`config.mk`:
```
export PLATFORM = sky130hd
export DESIGN_NAME = sleep_ctrl
export DESIGN_NICKNAME = d
export VERILOG_FILES = /design/src/core/sleep_pkg.sv /design/src/core/sleep_ctrl.sv
export SDC_FILE = /design/constraint.sdc
export NUM_CORES = 1
export LEC_CHECK = 0
export BUFFER_PORTS_ARGS = -buffer_cell sky130_fd_sc_hd__buf_2
export CELL_PAD_IN_SITES_DETAIL_PLACEMENT = 0
export CELL_PAD_IN_SITES_GLOBAL_PLACEMENT = 1
export CORE_MARGIN = 2
export CORE_UTILIZATION = 30
export DETAILED_ROUTE_END_ITERATION = 10
export PLACE_DENSITY_LB_ADDON = 0.25
export RECOVER_POWER = 25
export SETUP_SLACK_MARGIN = 0.5
export SYNTH_ARGS = -nofsm -noshare
export SYNTH_HDL_FRONTEND = slang
export SYNTH_SLANG_ARGS = --single-unit
```
`constraint.sdc`:
```
create_clock -name sys_clk -period 4.4 [get_ports sys_clk]
set_clock_uncertainty 0.2 [all_clocks]
set_input_delay 0.22 -clock sys_clk [delete_from_list [all_inputs] [get_ports sys_clk]]
set_output_delay 0.22 -clock sys_clk [all_outputs]
set_load 0.01 [all_outputs]
```
`src/core/sleep_pkg.sv`:
```
// Constants for the battery monitor sleep mode controller.
// Assumes a 20 MHz system clock and a plain register port.
package sleep_pkg;
  // ----------------------------------------
  // Clock and time base
  // ----------------------------------------
  localparam int CLK_NS      = 50;       // 20 MHz
  localparam int TICK_NS     = 500_000;  // 0.5 ms base tick
  localparam int TICK_CYC    = TICK_NS / CLK_NS;
  localparam int I_MS_X2     = 6;        // 3 ms current sample, in ticks
  localparam int V_MS_X2     = 126;      // 63 ms voltage sample, in ticks
  localparam int SEC_TICKS   = 2000;     // 1 s boundary
  localparam int LP_SECS     = 4;        // Low power current measurement
  localparam int GAP_SECS    = 1;        // Wait before low power measurement
  // Wake comparator periods 48/24/12/6 ms in ticks
  localparam logic [6:0] WK_P0 = 7'h60;
  localparam logic [6:0] WK_P1 = 7'h30;
  localparam logic [6:0] WK_P2 = 7'h18;
  localparam logic [6:0] WK_P3 = 7'h0C;

  // ----------------------------------------
  // Register map
  // ----------------------------------------
  localparam logic [7:0] A_CMD    = 8'h00;  // Subcommand write
  localparam logic [7:0] A_STAT   = 8'h12;  // Battery status
  localparam logic [7:0] A_PCFG   = 8'h20;  // Power config
  localparam logic [7:0] A_SLPI   = 8'h22;  // Sleep current
  localparam logic [7:0] A_WAKI   = 8'h24;  // Wake comparator current
  localparam logic [7:0] A_VTIME  = 8'h26;  // Voltage time, s
  localparam logic [7:0] A_HYST   = 8'h28;  // Hysteresis time, s
  localparam logic [7:0] A_DELTA  = 8'h2A;  // Pack minus stack delta
  localparam logic [7:0] A_CHGV   = 8'h2C;  // Charger voltage threshold
  localparam logic [15:0] SUB_SLP_EN  = 16'h0099;
  localparam logic [15:0] SUB_SLP_DIS = 16'h009A;

  // Status and config bit positions
  localparam int ST_SLEEP_EN = 0;
  localparam int ST_SLEEP    = 1;
  localparam int PC_SLEEP    = 0;
  localparam int PC_FAST     = 1;
  localparam int PC_WK_LO    = 2;
  localparam int PC_CHGDRV   = 4;
  localparam int PC_FOLLOW   = 5;

  // Reset values
  localparam logic [5:0]  PCFG_RST  = 6'h09;  // sleep allowed, wake rate 2
  localparam logic [15:0] SLPI_RST  = 16'h0014;
  localparam logic [15:0] WAKI_RST  = 16'h01F4;
  localparam logic [7:0]  VTIME_RST = 8'h05;
  localparam logic [7:0]  HYST_RST  = 8'h0A;
  localparam logic [15:0] DELTA_RST = 16'h00C8;
  localparam logic [15:0] CHGV_RST  = 16'h0FA0;

  // Mode states, gray along entry, measure, gap, integrate, idle
  typedef enum logic [2:0] {
    ST_NORM = 3'b000,
    ST_MEAS = 3'b001,
    ST_GAP  = 3'b011,
    ST_LP   = 3'b010,
    ST_IDLE = 3'b110
  } mode_e;
endpackage : sleep_pkg

```
`src/core/sleep_ctrl.sv`:
```
// Sleep mode controller: normal/sleep scheduling, wake and exit logic.
// Assumes all inputs synchronous to sys_clk and a single-cycle register port.
//
// Functional notes
// - Normal: current every 3 ms, voltage 63 ms
// - Fast conversion bit doubles both rates
// - Power-up bit, then subcommands allow/forbid sleep
// - Status shows sleep permitted and sleep active
// - Low current plus permission enters sleep
// - Comparator protections keep running in sleep
// - Sleep: full measurement set per voltage time
// - 4 s current integration 1 s after set
// - Voltage time expiry aborts integration, measures
// - Sleep temperature checks use interval measurements
// - Fault, current, charger, disable, pin exit sleep
// - Current exit: FETs on now, loop waits
// - Wake comparator sample over threshold exits fast
// - Integrated current above sleep threshold exits
// - Wake rate field picks 48/24/12/6 ms
// - Pack above stack plus delta exits sleep
// - Hysteresis time blocks re-entry after exit
// - Sleep FET drive chosen by option bits
// - Shutdown disables everything and loses registers; here the 1 s tick, sleep sequencing, follower and register port stay live
// - Sleep decision evaluated once per second
//
// Strobed register access and the placing of the registers were decided locally.
`timescale 1ns/1ns
`default_nettype none
module sleep_ctrl
  import sleep_pkg::*;
#(
  parameter int TICK_CYCLES = TICK_CYC
) (
  input  wire logic        sys_clk,
  input  wire logic        rst,
  input  wire logic [7:0]  addr,
  input  wire logic [15:0] wdata,
  input  wire logic        wr_stb,
  input  wire logic        rd_stb,
  output logic      [15:0] rdata,
  input  wire logic [15:0] cc_current,
  input  wire logic [15:0] lp_current,
  input  wire logic        meas_done,
  input  wire logic [15:0] pack_mv,
  input  wire logic [15:0] stack_mv,
  input  wire logic        cmp_fault,
  input  wire logic        fw_fault,
  input  wire logic        rst_pin_short,
  input  wire logic        shutdown_req,
  output logic             sleep_mode,
  output logic             i_sample,
  output logic             v_sample,
  output logic             half_res,
  output logic             wake_sample,
  output logic             meas_start,
  output logic             lp_start,
  output logic             lp_abort,
  output logic             temp_eval,
  output logic             loop_run,
  output logic             tick_1s,
  output logic             cmp_prot_en,
  output logic             discharge_switch,
  output logic             discharge_follower,
  output logic             charge_switch,
  output logic             precharge_switch,
  output logic             predischarge_switch,
  output logic             first_regulator,
  output logic             second_regulator
);

  // ----------------------------------------
  // State
  // ----------------------------------------
  typedef struct packed {
    logic [13:0] tick_cnt;
    logic        tick;
    logic [10:0] sec_cnt;
    logic        sec;
    logic [2:0]  i_cnt;
    logic [6:0]  v_cnt;
    logic [6:0]  wk_cnt;
    mode_e       st;
    logic [7:0]  vt_cnt;
    logic [7:0]  hyst_cnt;
    logic [2:0]  ph_cnt;
    logic        sleep_en;
    logic [5:0]  pcfg;
    logic [15:0] slp_i;
    logic [15:0] wak_i;
    logic [7:0]  vtime;
    logic [7:0]  hyst;
    logic [15:0] delta;
    logic [15:0] chgv;
    logic        exit_req;
    logic        loop_hold;
    logic        shut;
    logic [15:0] rdata;
    logic        i_smp;
    logic        v_smp;
    logic        wk_smp;
    logic        m_start;
    logic        l_start;
    logic        l_abort;
    logic        t_eval;
  } state_s;

  state_s s_q;
  state_s s_d;

  // Magnitude of a signed reading
  function automatic logic [15:0] mag(input logic [15:0] v);
    mag = v[15] ? 16'(-v) : v;
  endfunction : mag

  logic in_sleep;
  logic wake_hit;
  logic [6:0] wk_period;
  logic [2:0] i_per;
  logic [6:0] v_per;
  logic [16:0] pack_lim;

  // Derived conditions
  assign in_sleep = (s_q.st != ST_NORM);
  assign wake_hit = in_sleep && s_q.wk_smp && (mag(cc_current) > s_q.wak_i);
  assign pack_lim = {1'b0, stack_mv} + {1'b0, s_q.delta};
  // Fast conversion halves both periods
  assign i_per = s_q.pcfg[PC_FAST] ? 3'(I_MS_X2 / 2) : 3'(I_MS_X2);
  assign v_per = s_q.pcfg[PC_FAST] ? 7'(V_MS_X2 / 2) : 7'(V_MS_X2);

  // Wake comparator period from the rate field
  always_comb begin
    case (s_q.pcfg[PC_WK_LO+:2])
      2'b00:   wk_period = WK_P0;
      2'b01:   wk_period = WK_P1;
      2'b10:   wk_period = WK_P2;
      default: wk_period = WK_P3;
    endcase
  end

  // ----------------------------------------
  // Next state
  // ----------------------------------------
  always_comb begin
    s_d = s_q;
    s_d.tick = 1'b0;
    s_d.sec = 1'b0;
    s_d.i_smp = 1'b0;
    s_d.v_smp = 1'b0;
    s_d.wk_smp = 1'b0;
    s_d.m_start = 1'b0;
    s_d.l_start = 1'b0;
    s_d.l_abort = 1'b0;
    s_d.t_eval = 1'b0;
    s_d.rdata = 16'h0000;

    // Base tick and one-second boundary
    if (s_q.tick_cnt == 14'(TICK_CYCLES - 1)) begin
      s_d.tick_cnt = 14'h0000;
      s_d.tick = 1'b1;
    end else begin
      s_d.tick_cnt = s_q.tick_cnt + 14'h0001;
    end
    if (s_q.tick) begin
      if (s_q.sec_cnt == 11'(SEC_TICKS - 1)) begin
        s_d.sec_cnt = 11'h000;
        s_d.sec = 1'b1;
      end else begin
        s_d.sec_cnt = s_q.sec_cnt + 11'h001;
      end
    end

    // Normal mode sample scheduling
    if (!in_sleep && s_q.tick) begin
      s_d.i_cnt = (s_q.i_cnt >= i_per - 3'h1) ? 3'h0 : s_q.i_cnt + 3'h1;
      s_d.i_smp = (s_q.i_cnt >= i_per - 3'h1);
      s_d.v_cnt = (s_q.v_cnt >= v_per - 7'h01) ? 7'h00 : s_q.v_cnt + 7'h01;
      s_d.v_smp = (s_q.v_cnt >= v_per - 7'h01);
    end

    // Reduced-power wake comparator sampling
    if (in_sleep && s_q.tick) begin
      s_d.wk_cnt = (s_q.wk_cnt >= wk_period - 7'h01) ? 7'h00 : s_q.wk_cnt + 7'h01;
      s_d.wk_smp = (s_q.wk_cnt >= wk_period - 7'h01);
    end

    // Hysteresis counts down on the second tick
    if (s_q.sec && s_q.hyst_cnt != 8'h00) begin
      s_d.hyst_cnt = s_q.hyst_cnt - 8'h01;
    end
    // Standard loop restarts only at a second boundary
    if (s_q.sec) begin
      s_d.loop_hold = 1'b0;
    end
    // Normal temperature checks run once per second
    if (!in_sleep) begin
      s_d.t_eval = s_q.sec;
    end

    // Sleep exit causes latched for the next second
    if (in_sleep && (fw_fault || cmp_fault || rst_pin_short)) begin
      s_d.exit_req = 1'b1;
    end

    // Sleep measurement sequence
    case (s_q.st)
      ST_NORM: begin
        // Entry decision on the second boundary
        if (s_q.sec && s_q.sleep_en && s_q.hyst_cnt == 8'h00 &&
            mag(cc_current) < s_q.slp_i) begin
          s_d.st = ST_MEAS;
          s_d.m_start = 1'b1;
          s_d.vt_cnt = s_q.vtime;
          s_d.exit_req = 1'b0;
          s_d.wk_cnt = 7'h00;
        end
      end
      ST_MEAS: begin
        if (meas_done) begin
          s_d.st = ST_GAP;
          s_d.ph_cnt = 3'(GAP_SECS);
          s_d.t_eval = 1'b1;
          // Charger detect from pack and stack
          if ({1'b0, pack_mv} > pack_lim && stack_mv < s_q.chgv) begin
            s_d.exit_req = 1'b1;
          end
        end
      end
      ST_GAP: begin
        if (s_q.sec) begin
          if (s_q.ph_cnt <= 3'h1) begin
            s_d.st = ST_LP;
            s_d.l_start = 1'b1;
            s_d.ph_cnt = 3'(LP_SECS);
          end else begin
            s_d.ph_cnt = s_q.ph_cnt - 3'h1;
          end
        end
      end
      ST_LP: begin
        if (s_q.sec) begin
          if (s_q.ph_cnt <= 3'h1) begin
            s_d.st = ST_IDLE;
            // Integrated current over threshold
            if (mag(lp_current) > s_q.slp_i) begin
              s_d.exit_req = 1'b1;
            end
          end else begin
            s_d.ph_cnt = s_q.ph_cnt - 3'h1;
          end
        end
      end
      ST_IDLE: begin
      end
      default: begin
        s_d.st = ST_NORM;
      end
    endcase

    // Voltage time interval drives the full set
    if (in_sleep && s_q.sec) begin
      if (s_q.vt_cnt <= 8'h01) begin
        s_d.vt_cnt = s_q.vtime;
        if (s_q.st != ST_MEAS) begin
          s_d.m_start = 1'b1;
          s_d.st = ST_MEAS;
          // Integration in flight gives way
          s_d.l_abort = (s_q.st == ST_LP) && !(s_q.ph_cnt <= 3'h1);
        end
      end else begin
        s_d.vt_cnt = s_q.vt_cnt - 8'h01;
      end
    end

    // Register writes
    if (wr_stb) begin
      case (addr)
        A_CMD: begin
          if (wdata == SUB_SLP_EN) begin
            s_d.sleep_en = 1'b1;
          end else if (wdata == SUB_SLP_DIS) begin
            s_d.sleep_en = 1'b0;
            if (in_sleep) begin
              s_d.exit_req = 1'b1;
            end
          end
        end
        A_PCFG:  s_d.pcfg = wdata[5:0];
        A_SLPI:  s_d.slp_i = wdata;
        A_WAKI:  s_d.wak_i = wdata;
        A_VTIME: s_d.vtime = wdata[7:0];
        A_HYST:  s_d.hyst = wdata[7:0];
        A_DELTA: s_d.delta = wdata;
        A_CHGV:  s_d.chgv = wdata;
        default: begin
        end
      endcase
    end

    // Exits: fast on wake comparator, else at the second
    if (wake_hit || (in_sleep && s_q.sec && s_q.exit_req)) begin
      s_d.st = ST_NORM;
      s_d.exit_req = 1'b0;
      s_d.hyst_cnt = s_q.hyst;
      s_d.loop_hold = 1'b1;
      s_d.m_start = 1'b0;
      s_d.l_start = 1'b0;
      s_d.l_abort = (s_q.st == ST_LP);
      s_d.i_cnt = 3'h0;
      s_d.v_cnt = 7'h00;
    end

    // Register reads, data one cycle later
    if (rd_stb) begin
      case (addr)
        A_STAT: begin
          s_d.rdata[ST_SLEEP_EN] = s_q.sleep_en;
          s_d.rdata[ST_SLEEP] = in_sleep;
        end
        A_PCFG:  s_d.rdata = {10'h000, s_q.pcfg};
        A_SLPI:  s_d.rdata = s_q.slp_i;
        A_WAKI:  s_d.rdata = s_q.wak_i;
        A_VTIME: s_d.rdata = {8'h00, s_q.vtime};
        A_HYST:  s_d.rdata = {8'h00, s_q.hyst};
        A_DELTA: s_d.rdata = s_q.delta;
        A_CHGV:  s_d.rdata = s_q.chgv;
        default: s_d.rdata = 16'h0000;
      endcase
    end
  end

  // ----------------------------------------
  // Register and shutdown
  // ----------------------------------------
  // Shutdown wipes every setting, as a power loss would
  always_ff @(posedge sys_clk) begin
    if (rst || shutdown_req) begin
      s_q <= '0;
      s_q.st <= ST_NORM;
      s_q.pcfg <= PCFG_RST;
      s_q.sleep_en <= PCFG_RST[PC_SLEEP];
      s_q.slp_i <= SLPI_RST;
      s_q.wak_i <= WAKI_RST;
      s_q.vtime <= VTIME_RST;
      s_q.hyst <= HYST_RST;
      s_q.delta <= DELTA_RST;
      s_q.chgv <= CHGV_RST;
      s_q.shut <= shutdown_req && !rst;
    end else begin
      s_q <= s_d;
    end
  end

  // ----------------------------------------
  // Outputs
  // ----------------------------------------
  assign rdata = s_q.rdata;
  assign sleep_mode = in_sleep;
  assign i_sample = s_q.i_smp && !s_q.shut;
  assign v_sample = s_q.v_smp && !s_q.shut;
  assign half_res = s_q.pcfg[PC_FAST];
  assign wake_sample = s_q.wk_smp;
  assign meas_start = s_q.m_start;
  assign lp_start = s_q.l_start;
  assign lp_abort = s_q.l_abort;
  assign temp_eval = s_q.t_eval;
  assign loop_run = !in_sleep && !s_q.loop_hold && !s_q.shut;
  assign tick_1s = s_q.sec;
  // Comparator protections run alike in both modes
  assign cmp_prot_en = !s_q.shut;
  // Sleep FET drive options; shutdown forces all off but the discharge follower
  assign discharge_switch = !s_q.shut;
  assign discharge_follower = in_sleep && s_q.pcfg[PC_FOLLOW];
  assign charge_switch = !s_q.shut && (!in_sleep || s_q.pcfg[PC_CHGDRV]);
  assign precharge_switch = 1'b0;
  assign predischarge_switch = 1'b0;
  assign first_regulator = !s_q.shut;
  assign second_regulator = !s_q.shut;
endmodule : sleep_ctrl
`default_nettype wire

```
==> results.sh, run 1 <==
export IMPL_worstMarginPinSlew_ns=0.885
export IMPL_area_delta_synth_final_pct=17.4
export IMPL_async_reset_ff_share_pct=0
export IMPL_p_total_w=0.00369
export IMPL_yosysSeqAreaShare_pct=31.9
export IMPL_synth_edff_count=1
export IMPL_antenna_cells=0
export IMPL_place_congestion=0.835
export IMPL_period_share_pct=85.7
export IMPL_setup_tns_final_ns=0
export IMPL_drc=0
export IMPL_cp_slowest_cell="or4_4"
export IMPL_grt_pass1_vias=10200
export IMPL_cts_root_buf="clkbuf_16"
export IMPL_yosysUniqueCellTypes=72
export IMPL_pre_cts_ws_ns=-0.0683
export IMPL_path_buf_inv=3
export IMPL_initial_utilization_pct=30.2
export IMPL_grt_max_degree=70
export IMPL_finalSetupViolations=0
export IMPL_crit_path_start_kind="input port"
export IMPL_die_y_um=198
export IMPL_grt_pass1_wl_um=56500
export IMPL_ys_seq_elements=179
export IMPL_post_drt_wl_per_cell_um=17.8
export IMPL_drive_gt1_share_pct=13.4
export IMPL_rsz0062_at_grt="true"
export IMPL_ys_flop_type="dfxtp_1"
export IMPL_ir_worst_vdd_uv=277
export IMPL_leakage_nw=5.00
export IMPL_via_per_inst=5.14
export IMPL_ys_warn_count=0
export IMPL_num_rows=71
export IMPL_cp_end_kind="flip-flop"
export IMPL_num_nets_final=1759
export IMPL_cts_tree="built"
export IMPL_final_antenna_net_count=0
export IMPL_worstHoldPathType="in -> reg"
export IMPL_path_class="in -> reg"
export IMPL_required_ns=4.49
export IMPL_max_freq_ghz=0.265
export IMPL_grt_usage_pct=18.7
export IMPL_dieArea_sq_um=39200
export IMPL_hold_slack_ns=0.0971
export IMPL_period_minus_slack_ns=3.77
export IMPL_clk_path_buf_depth=2
export IMPL_final_hold_violation_count=0
export IMPL_htree_levels=4
export IMPL_arrival_ns=3.86
export IMPL_cpLargestDelayFamily="simple AND/OR/NAND/NOR gates"
export IMPL_final_util_pct=35.5
export IMPL_timing_max_cap_violations=0
export IMPL_dr_pass1_iters=5
export IMPL_cts_sinks=179
export IMPL_clock_latency_ns=0.44
export IMPL_core_sq_um=37300
export IMPL_outcome="complete, no violations"
export IMPL_slew_viol_final=0
export IMPL_clkTransAtPathRegs_ns=0.07
export IMPL_dp_hpwl_um=27400
export IMPL_avgSynthCellArea_sq_um=7.88
export IMPL_vias=10400
export IMPL_syn_cell_area_sq_um=11300
export IMPL_grt_overflow=0
export IMPL_p_per_area_nw_per_um2=278
export IMPL_antenna_found_initial=1
export IMPL_routed_wl_um=36100
export IMPL_cts_buffers=17
export IMPL_path_cells="buf_2, or4_4, or3_1, or4_4, o31ai_4, xnor2_2, ha_1, a21o_1, a21o_1, a221oi_2, o21ai_1, a32o_2, buf_6, buf_12, nand3_1, o31ai_2"
export IMPL_netlist_instances=1432
export IMPL_max_stage_delay_ns=0.53
export IMPL_portBuffers=129
export IMPL_finalWorstSetupSlack_ns=0.628
export IMPL_slew_headroom_pct=41.0
export IMPL_die_w_um=198
export IMPL_ios=132
export IMPL_crit_fanout=8
export IMPL_drt_initial_drc_count=612
placed cells by master, fill, tap and decap left out, types with 10 or more instances in the layout:
| cell | count |
|---|---|
| a222oi_1 | 10 |
| nand2b_1 | 16 |
| buf_2 | 100 |
| nand4_1 | 21 |
| dfxtp_1 | 177 |
| or3_1 | 11 |
| a21oi_1 | 128 |
| o211ai_1 | 18 |
| nor3_1 | 18 |
| nand3_1 | 96 |
| a211oi_1 | 10 |
| o21ai_0 | 37 |
| dlygate4sd3_1 | 20 |
| nand2_1 | 206 |
| a31oi_1 | 15 |
| buf_4 | 25 |
| xor2_1 | 31 |
| inv_1 | 74 |
| a22oi_1 | 11 |
| a21o_1 | 16 |
| o31ai_1 | 10 |
| nor4_1 | 12 |
| ha_1 | 116 |
| clkbuf_16 | 17 |
| nor2b_1 | 12 |
| nor2_1 | 117 |
| clkbuf_1 | 30 |
| xnor2_1 | 46 |
final timing paths:
check                                     startpoint               endpoint  slack (ns)  depth (start not counted)
worst max-delay path                   cc_current[5]  s_q[120]$_SDFFE_PP0P_        0.63                         16
worst min register to register   s_q[165]$_SDFF_PP0_    s_q[165]$_SDFF_PP0_        0.27                          1
worst max register to register  s_q[42]$_SDFFE_PP0P_     s_q[25]$_SDFF_PP0_        0.66                         17
worst min-delay path                         addr[4]    rdata[0]$_SDFF_PP0_         0.1                          4
cell type report:
cell class	count	area, sq um
fillers	4002	24100
multi-input cells	1093	7120
flip-flops and latches	179	3590
repair buffers	177	1030
well taps	474	593
clock buffers	20	467
inverters	76	285
clock inverters	12	151
stage by stage:
stage | cells | instance area, sq um
after global routing | 2031 | 13200
final | 2031 | 13200
after floorplan | 1433 | 11300
after global placement | 1975 | 12300
after detailed placement | 1975 | 12300
after CTS | 2027 | 13100
worst min-delay path: stages:
cell and delay [ns]:
buf_2 0.12, nor3b_1 0.13, nand2_1 0.09, a31oi_1 0.12
logic make-up (layout without fill, tap and decap cells):
kind of cell | count (synthesis) | in the layout | synth area share [%]
fa+ha+maj | 118 | 118 | 13.2
mux | 11 | 11 | 1.02
compound gates | 316 | 316 | 17.8
flops | 179 | 179 | 31.9
other cells | 1 | 2 | 0.0332
buf+inv | 161 | 285 | 6.32
simple gates | 568 | 568 | 23.8
xor+xnor | 78 | 78 | 6.06
what timing repair did:
| action | in CTS | in global routing |
|---|---|---|
| hold buffers | 20 | 0 |
| buffers inserted | 0 | 4 |
| resized for setup | 4 | 26 |
| setup endpoints to repair | 11 | 27 |
| gates cloned | 0 | 0 |
| pin swaps | 0 | 20 |
| hold endpoints to repair | 83 | 0 |
cell usage after synthesis (3+ instances only):
| cell | instances | share of area [%] |
|---|---|---|
| mux2_2 | 4 | 0.40 |
| a21o_1 | 16 | 1.1 |
| nor2_1 | 118 | 3.9 |
| nor4_1 | 14 | 0.78 |
| nand2b_1 | 16 | 0.89 |
| and3_1 | 9 | 0.50 |
| o21a_1 | 6 | 0.40 |
| a221oi_1 | 5 | 0.39 |
| o22ai_1 | 5 | 0.28 |
| a21oi_1 | 133 | 5.9 |
| xnor2_1 | 47 | 3.6 |
| dfxtp_1 | 178 | 32 |
| or2_2 | 6 | 0.33 |
| o41ai_1 | 4 | 0.31 |
| nor4b_1 | 5 | 0.39 |
| or3_1 | 12 | 0.67 |
| o21ai_0 | 39 | 1.7 |
| clkbuf_1 | 44 | 1.5 |
| a31oi_1 | 16 | 0.89 |
| nor2b_1 | 12 | 0.67 |
| mux2i_1 | 7 | 0.62 |
| ha_1 | 117 | 13 |
| nand3b_1 | 5 | 0.33 |
| nand4_1 | 21 | 1.2 |
| inv_1 | 75 | 2.5 |
| nor3_1 | 21 | 0.93 |
| a211o_1 | 5 | 0.39 |
| buf_4 | 24 | 1.6 |
| nand3_1 | 97 | 4.3 |
| xor2_1 | 31 | 2.4 |
| o21bai_1 | 3 | 0.20 |
| o31ai_1 | 12 | 0.80 |
| a211oi_1 | 11 | 0.73 |
| nand2_1 | 206 | 6.9 |
| a22oi_1 | 11 | 0.73 |
| o211ai_1 | 18 | 1.2 |
| and2_1 | 6 | 0.33 |
| a222oi_1 | 10 | 0.89 |
| or4_1 | 3 | 0.20 |
| buf_2 | 15 | 0.67 |
layer usage:
| layer | global-route usage [%] | part of all wire, % | up-vias |
|---|---|---|---|
| li1 | - | - | 5272 |
| met1 | 23.7 | 46 | 4913 |
| met2 | 32.5 | 48 | 212 |
| met3 | 2.59 | 3.6 | 42 |
| met4 | 6.07 | 2.4 | 0 |
| met5 | 0 | 0 | - |
flip-flops by register name (all words and copies together), names as in the netlist:
| name | count |
|---|---|
| s_q | 155 |
| rdata | 16 |
| half_res | 1 |
| wake_sample | 1 |
| tick_1s | 1 |
| lp_abort | 1 |
| meas_start | 1 |
| s_d | 1 |
| lp_start | 1 |
| temp_eval | 1 |
power breakdown:
group / total (W) / internal (W) / switching, W
Sequential: 0.00163 / 0.00162 / 0.00000265
Clock: 0.00163 / 0.000943 / 0.000689
Combinational: 0.000429 / 0.000176 / 0.000253
Total: 0.00369 / 0.00274 / 0.000944
(Power assumes the default switching activity.)
==> inputs of run 2 (changes only) <==
==> constraint.sdc (replaced) <==
create_clock -name sys_clk -period 4.4 [get_ports sys_clk]
set_clock_uncertainty 0.2 [all_clocks]
set_input_delay 0.88 -clock sys_clk [delete_from_list [all_inputs] [get_ports sys_clk]]
set_output_delay 0.88 -clock sys_clk [all_outputs]
set_load 0.01 [all_outputs]
==> results.sh, run 2 (synthesis results as in run 1) <==
export IMPL_outcome="complete, but fails checks"
export IMPL_violations="setup timing"
export IMPL_period_share_pct=103
export IMPL_regMostFlops="s_q"
export IMPL_dp_hpwl_um=27400
export IMPL_drt_initial_drc_count=546
export IMPL_largest_reg_flops=155
export IMPL_hold_buffers=0
export IMPL_final_cell_mix="nand2_1, dfxtp_1, a21oi_1, ha_1, nor2_1"
export IMPL_crit_path_start_kind="input port"
export IMPL_crit_fanout=7
export IMPL_reg2reg_depth=19
export IMPL_p_per_area_nw_per_um2=266
export IMPL_cts_tree="built"
export IMPL_multi_input_area_sq_um=7420
export IMPL_num_rows=71
export IMPL_regArea_sq_um=3590
export IMPL_grt_overflow=0
export IMPL_portBuffers=129
export IMPL_leakage_nw=5.17
export IMPL_setup_tns_final_ns=-1.32
export IMPL_post_drt_wl_per_cell_um=17.7
export IMPL_hold_end="s_q[165]$_SDFF_PP0_"
export IMPL_rsz0062_at_grt="true"
export IMPL_routed_wl_um=36400
export IMPL_finalWorstSetupSlack_ns=-0.143
export IMPL_dieArea_sq_um=39200
export IMPL_antenna_cells=0
export IMPL_r2r_start="s_q[42]$_SDFFE_PP0P_"
export IMPL_ios=132
export IMPL_dr_pass1_iters=5
export IMPL_via_per_inst=5.15
export IMPL_grt_max_degree=89
export IMPL_die_w_um=198
export IMPL_drc=0
export IMPL_num_nets_final=1784
export IMPL_path_class="in -> reg"
export IMPL_grt_pass1_wl_um=56400
export IMPL_period_minus_slack_ns=4.54
export IMPL_clkTransAtPathRegs_ns=0.07
export IMPL_htree_levels=4
export IMPL_final_util_pct=36.7
export IMPL_whs_path_depth=1
export IMPL_die_y_um=198
export IMPL_ir_worst_vdd_uv=263
export IMPL_core_sq_um=37300
export IMPL_final_antenna_net_count=0
export IMPL_hold_slack_ns=0.268
export IMPL_slew_headroom_pct=23.3
export IMPL_cts_root_buf="clkbuf_16"
export IMPL_grt_pass1_vias=10200
export IMPL_rrSetupSlack_ns=0.32
export IMPL_cts_sinks=179
export IMPL_worstMarginPinSlew_ns=1.15
export IMPL_clock_latency_ns=0.44
export IMPL_worstHoldPathType="reg -> reg"
export IMPL_clk_path_buf_depth=2
export IMPL_timing_max_cap_violations=0
export IMPL_required_ns=4.56
export IMPL_grt_usage_pct=18.5
export IMPL_final_common_cell="nand2_1"
export IMPL_initial_utilization_pct=30.2
export IMPL_slew_viol_final=0
export IMPL_r2r_end="s_q[25]$_SDFF_PP0_"
export IMPL_final_hold_violation_count=0
export IMPL_vias=10600
export IMPL_antenna_found_initial=3
export IMPL_drive_gt1_share_pct=19.0
export IMPL_arrival_ns=4.70
export IMPL_cts_buffers=17
export IMPL_finalSetupViolations=20
export IMPL_place_congestion=0.808
export IMPL_nFillCells=3951
export IMPL_area_delta_synth_final_pct=21.3
export IMPL_max_freq_ghz=0.220
export IMPL_hold_start="s_q[165]$_SDFF_PP0_"
export IMPL_cp_end_kind="flip-flop"
run 2: cell types whose count changed in the layout (fill, tap and decap cells not counted), sizes merged:
cell         change
buf             +52
bufinv           -1
clkbuf           -6
clkinv           -2
clkinvlp         +3
dlygate4sd3     -20
inv              -2
nand3            +1
run 2: area by class of cell:
type                       count  area share (%)
sequential                   179            26.3
clock inverter                10           0.915
timing repair buffer         201            8.68
tap                          474            4.34
inverter                      76            2.09
clock buffer                  22            3.47
multi-input combinational   1094            54.3
run 2: critical path, stage by stage:
cell	delay (ns)
buf_6	0.09
or4_4	0.53
or3_4	0.38
or4_4	0.44
o31ai_4	0.22
xnor2_2	0.15
ha_1	0.28
a21o_1	0.19
a21o_1	0.18
a221oi_2	0.26
o21ai_1	0.14
a32o_2	0.36
or3_4	0.44
a21oi_1	0.14
run 2: per-layer routing:
metal | track usage (%) | vias to the layer above | wire, um
li1 | - | 5336 | -
met1 | 24.0 | 5014 | 16900
met2 | 32.2 | 199 | 17600
met3 | 2.79 | 36 | 1300
met4 | 4.54 | 4 | 608
met5 | 0 | - | 26
run 2: stage by stage:
step / total power (W) / worst slack, ns / cells / cell area [sq um]
CTS: 0.00368 / -0.0841 / 2054 / 13600
detailed placement: 0.00210 / -0.725 / 2016 / 12600
global route: 0.00380 / -0.254 / 2056 / 13700
global placement: 0.00209 / -0.627 / 2016 / 12600
floorplan: 0.00192 / -0.133 / 1433 / 11300
finish: 0.00364 / -0.143 / 2056 / 13700
run 2: power breakdown:
group	switching, W	leakage [nW]	internal (W)
Sequential	0.00000358	1.44	0.00162
Clock	0.000675	0.279	0.000887
Combinational	0.000261	3.45	0.000194
run 2: how the worst max path moves through the flow:
stage                  start                     to  slack [ns]  cells after the start
2_1_floorplan  cc_current[5]  s_q[143]$_SDFFE_PP0P_       -0.13                     14
4_1_cts        cc_current[5]  s_q[143]$_SDFFE_PP0P_       -0.08                     14
3_5_place_dp   cc_current[5]  s_q[143]$_SDFFE_PP0P_       -0.73                     14
6_report       cc_current[5]  s_q[143]$_SDFFE_PP0P_       -0.14                     14
5_1_grt        cc_current[5]  s_q[143]$_SDFFE_PP0P_       -0.25                     14
3_3_place_gp   cc_current[5]  s_q[143]$_SDFFE_PP0P_       -0.63                     14
run 2: what timing repair did:
action | CTS | global route
hold endpoints to repair | 0 | 0
pin swaps | 28 | 11
resized for setup | 53 | 25
setup endpoints to repair | 41 | 41
buffers inserted | 5 | 2
gates cloned | 1 | 0
==> inputs of run 3 (changes only) <==
Settings changed: CORE_UTILIZATION 30 to 40, RECOVER_POWER 25 to 100.
==> results.sh, run 3 (synthesis results as in run 1) <==
export IMPL_grt_overflow=0
export IMPL_grt_pass1_wl_um=53300
export IMPL_core_sq_um=27800
export IMPL_combPwrFrac_pct=12.6
export IMPL_rsz0062_at_grt="true"
export IMPL_clk_path_buf_depth=2
export IMPL_slew_viol_final=92
export IMPL_violations="capacitance limit, slew limit, setup timing"
export IMPL_finalSetupViolations=19
export IMPL_num_nets_final=1783
export IMPL_p_sw_w=0.000989
export IMPL_post_route_cell_area_sq_um=13400
export IMPL_portBuffers=129
export IMPL_drt_initial_drc_count=837
export IMPL_initial_utilization_pct=40.6
export IMPL_final_cell_mix="nand2_1, dfxtp_1, a21oi_1, ha_1, nor2_1"
export IMPL_outcome="complete, but fails checks"
export IMPL_routed_wl_um=33700
export IMPL_worstHoldPathType="reg -> reg"
export IMPL_timing_max_cap_violations=1
export IMPL_area_delta_synth_final_pct=19.2
export IMPL_finalWorstSetupSlack_ns=-0.101
export IMPL_final_hold_violation_count=0
export IMPL_p_per_area_nw_per_um2=268
export IMPL_sw_frac_of_total_pct=27.4
export IMPL_cts_sinks=179
export IMPL_worstMarginPinSlew_ns=2.16
export IMPL_crit_path_start_kind="input port"
export IMPL_die_w_um=172
export IMPL_antenna_found_initial=3
export IMPL_cp_end_kind="flip-flop"
export IMPL_clock_latency_ns=0.44
export IMPL_max_freq_ghz=0.222
export IMPL_grt_pass1_vias=10100
export IMPL_regMostFlops="s_q"
export IMPL_dieArea_sq_um=29600
export IMPL_grt_usage_pct=23.1
export IMPL_internal_power_w=0.00262
export IMPL_num_rows=61
export IMPL_place_congestion=0.854
export IMPL_die_y_um=172
export IMPL_vias=10500
export IMPL_dp_hpwl_um=24900
export IMPL_leakage_nw=5.11
export IMPL_path_class="in -> reg"
export IMPL_htree_levels=4
export IMPL_drc=0
export IMPL_drive_gt1_share_pct=17.6
export IMPL_grt_max_degree=92
export IMPL_period_minus_slack_ns=4.50
export IMPL_cts_buffers=17
export IMPL_final_antenna_net_count=0
export IMPL_required_ns=4.42
export IMPL_final_util_pct=48.4
export IMPL_ir_worst_vdd_uv=249
export IMPL_pwr_share_seq_pct=45.0
export IMPL_crit_fanout=3
export IMPL_ios=132
export IMPL_via_per_inst=5.38
export IMPL_post_drt_wl_per_cell_um=17.2
export IMPL_clkTransAtPathRegs_ns=0.07
export IMPL_arrival_ns=4.52
export IMPL_slew_headroom_pct=-44.2
export IMPL_largest_reg_flops=155
export IMPL_dr_pass1_iters=9
export IMPL_final_common_cell="nand2_1"
export IMPL_cts_tree="built"
export IMPL_p_clk_share_pct=42.5
export IMPL_cts_root_buf="clkbuf_16"
export IMPL_p_total_w=0.00361
export IMPL_period_share_pct=102
export IMPL_place_area_sq_um=12500
==> run 3: metrics by stage <==
step | setup TNS (ns) | cells | hold slack, ns | setup WS [ns]
after global routing | -3.80 | 1959 | 0.295 | -0.190
after detailed placement | -19.72 | 1915 | 0.254 | -0.708
final | -1.06 | 1960 | 0.274 | -0.101
after CTS | -1.10 | 1955 | 0.271 | -0.104
after floorplan | -1.62 | 1433 | 0.230 | -0.133
after global placement | -17.33 | 1915 | 0.248 | -0.620
==> run 3: final timing paths <==
path                                           start                    to  slack, ns  depth (start not counted)
worst min-delay path            s_q[28]$_SDFFE_PP0P_  s_q[28]$_SDFFE_PP0P_       0.27                          2
worst max-delay path                   cc_current[5]   lp_abort$_SDFF_PP0_      -0.10                         16
worst min register to register  s_q[28]$_SDFFE_PP0P_  s_q[28]$_SDFFE_PP0P_       0.27                          2
worst max register to register  s_q[42]$_SDFFE_PP0P_    s_q[25]$_SDFF_PP0_       0.45                         17
==> run 3: layer usage <==
| layer | up-vias | GRT usage, % | wire length, um |
|---|---|---|---|
| met5 | - | 0 | 13 |
| met4 | 2 | 6.47 | 588 |
| met3 | 36 | 3.85 | 1720 |
| met2 | 241 | 38.6 | 15900 |
| met1 | 4942 | 30.7 | 15600 |
| li1 | 5327 | - | - |
==> run 3: critical path, stage by stage <==
cell and delay (ns):
buf_6 0.09, or4_4 0.53, or3_4 0.38, or4_4 0.44, o31ai_4 0.22, xnor2_2 0.15
ha_1 0.27, a21o_1 0.18, a21o_1 0.18, a221oi_2 0.28, o21ai_2 0.11, a32o_2 0.36
buf_6 0.14, buf_4 0.13, a21oi_2 0.10, nor4_1 0.06
==> run 3: cell type report <==
cell class / instances / area (sq um)
Inverter: 76 / 285
Antenna cell: 1 / 2.50
Clock buffer: 17 / 425
Timing Repair Buffer: 200 / 1150
Tap cell: 378 / 473
Fill cell: 2880 / 14300
Clock inverter: 15 / 156
Sequential cell: 179 / 3590
Multi-Input combinational cell: 1094 / 7360
==> run 3: repair_timing <==
| item | in CTS | in global routing |
|---|---|---|
| setup buffers | 7 | 4 |
| resized for setup | 48 | 37 |
| cloned | 1 | 0 |
| endpoints found under the hold margin | 0 | 0 |
| pin swaps | 36 | 17 |
| endpoints found under the setup margin | 41 | 41 |
| hold buffers | 0 | 0 |
==> run 3: power by group through the flow <==
stage / registers (W) / logic (W) / clock network [W]
final: 0.00162 / 0.000453 / 0.00153
after global routing: 0.00162 / 0.000508 / 0.00163
after CTS: 0.00162 / 0.000447 / 0.00156
after detailed placement: 0.00166 / 0.000423 / 0
after global placement: 0.00166 / 0.000416 / 0
after floorplan: 0.00166 / 0.000254 / 0
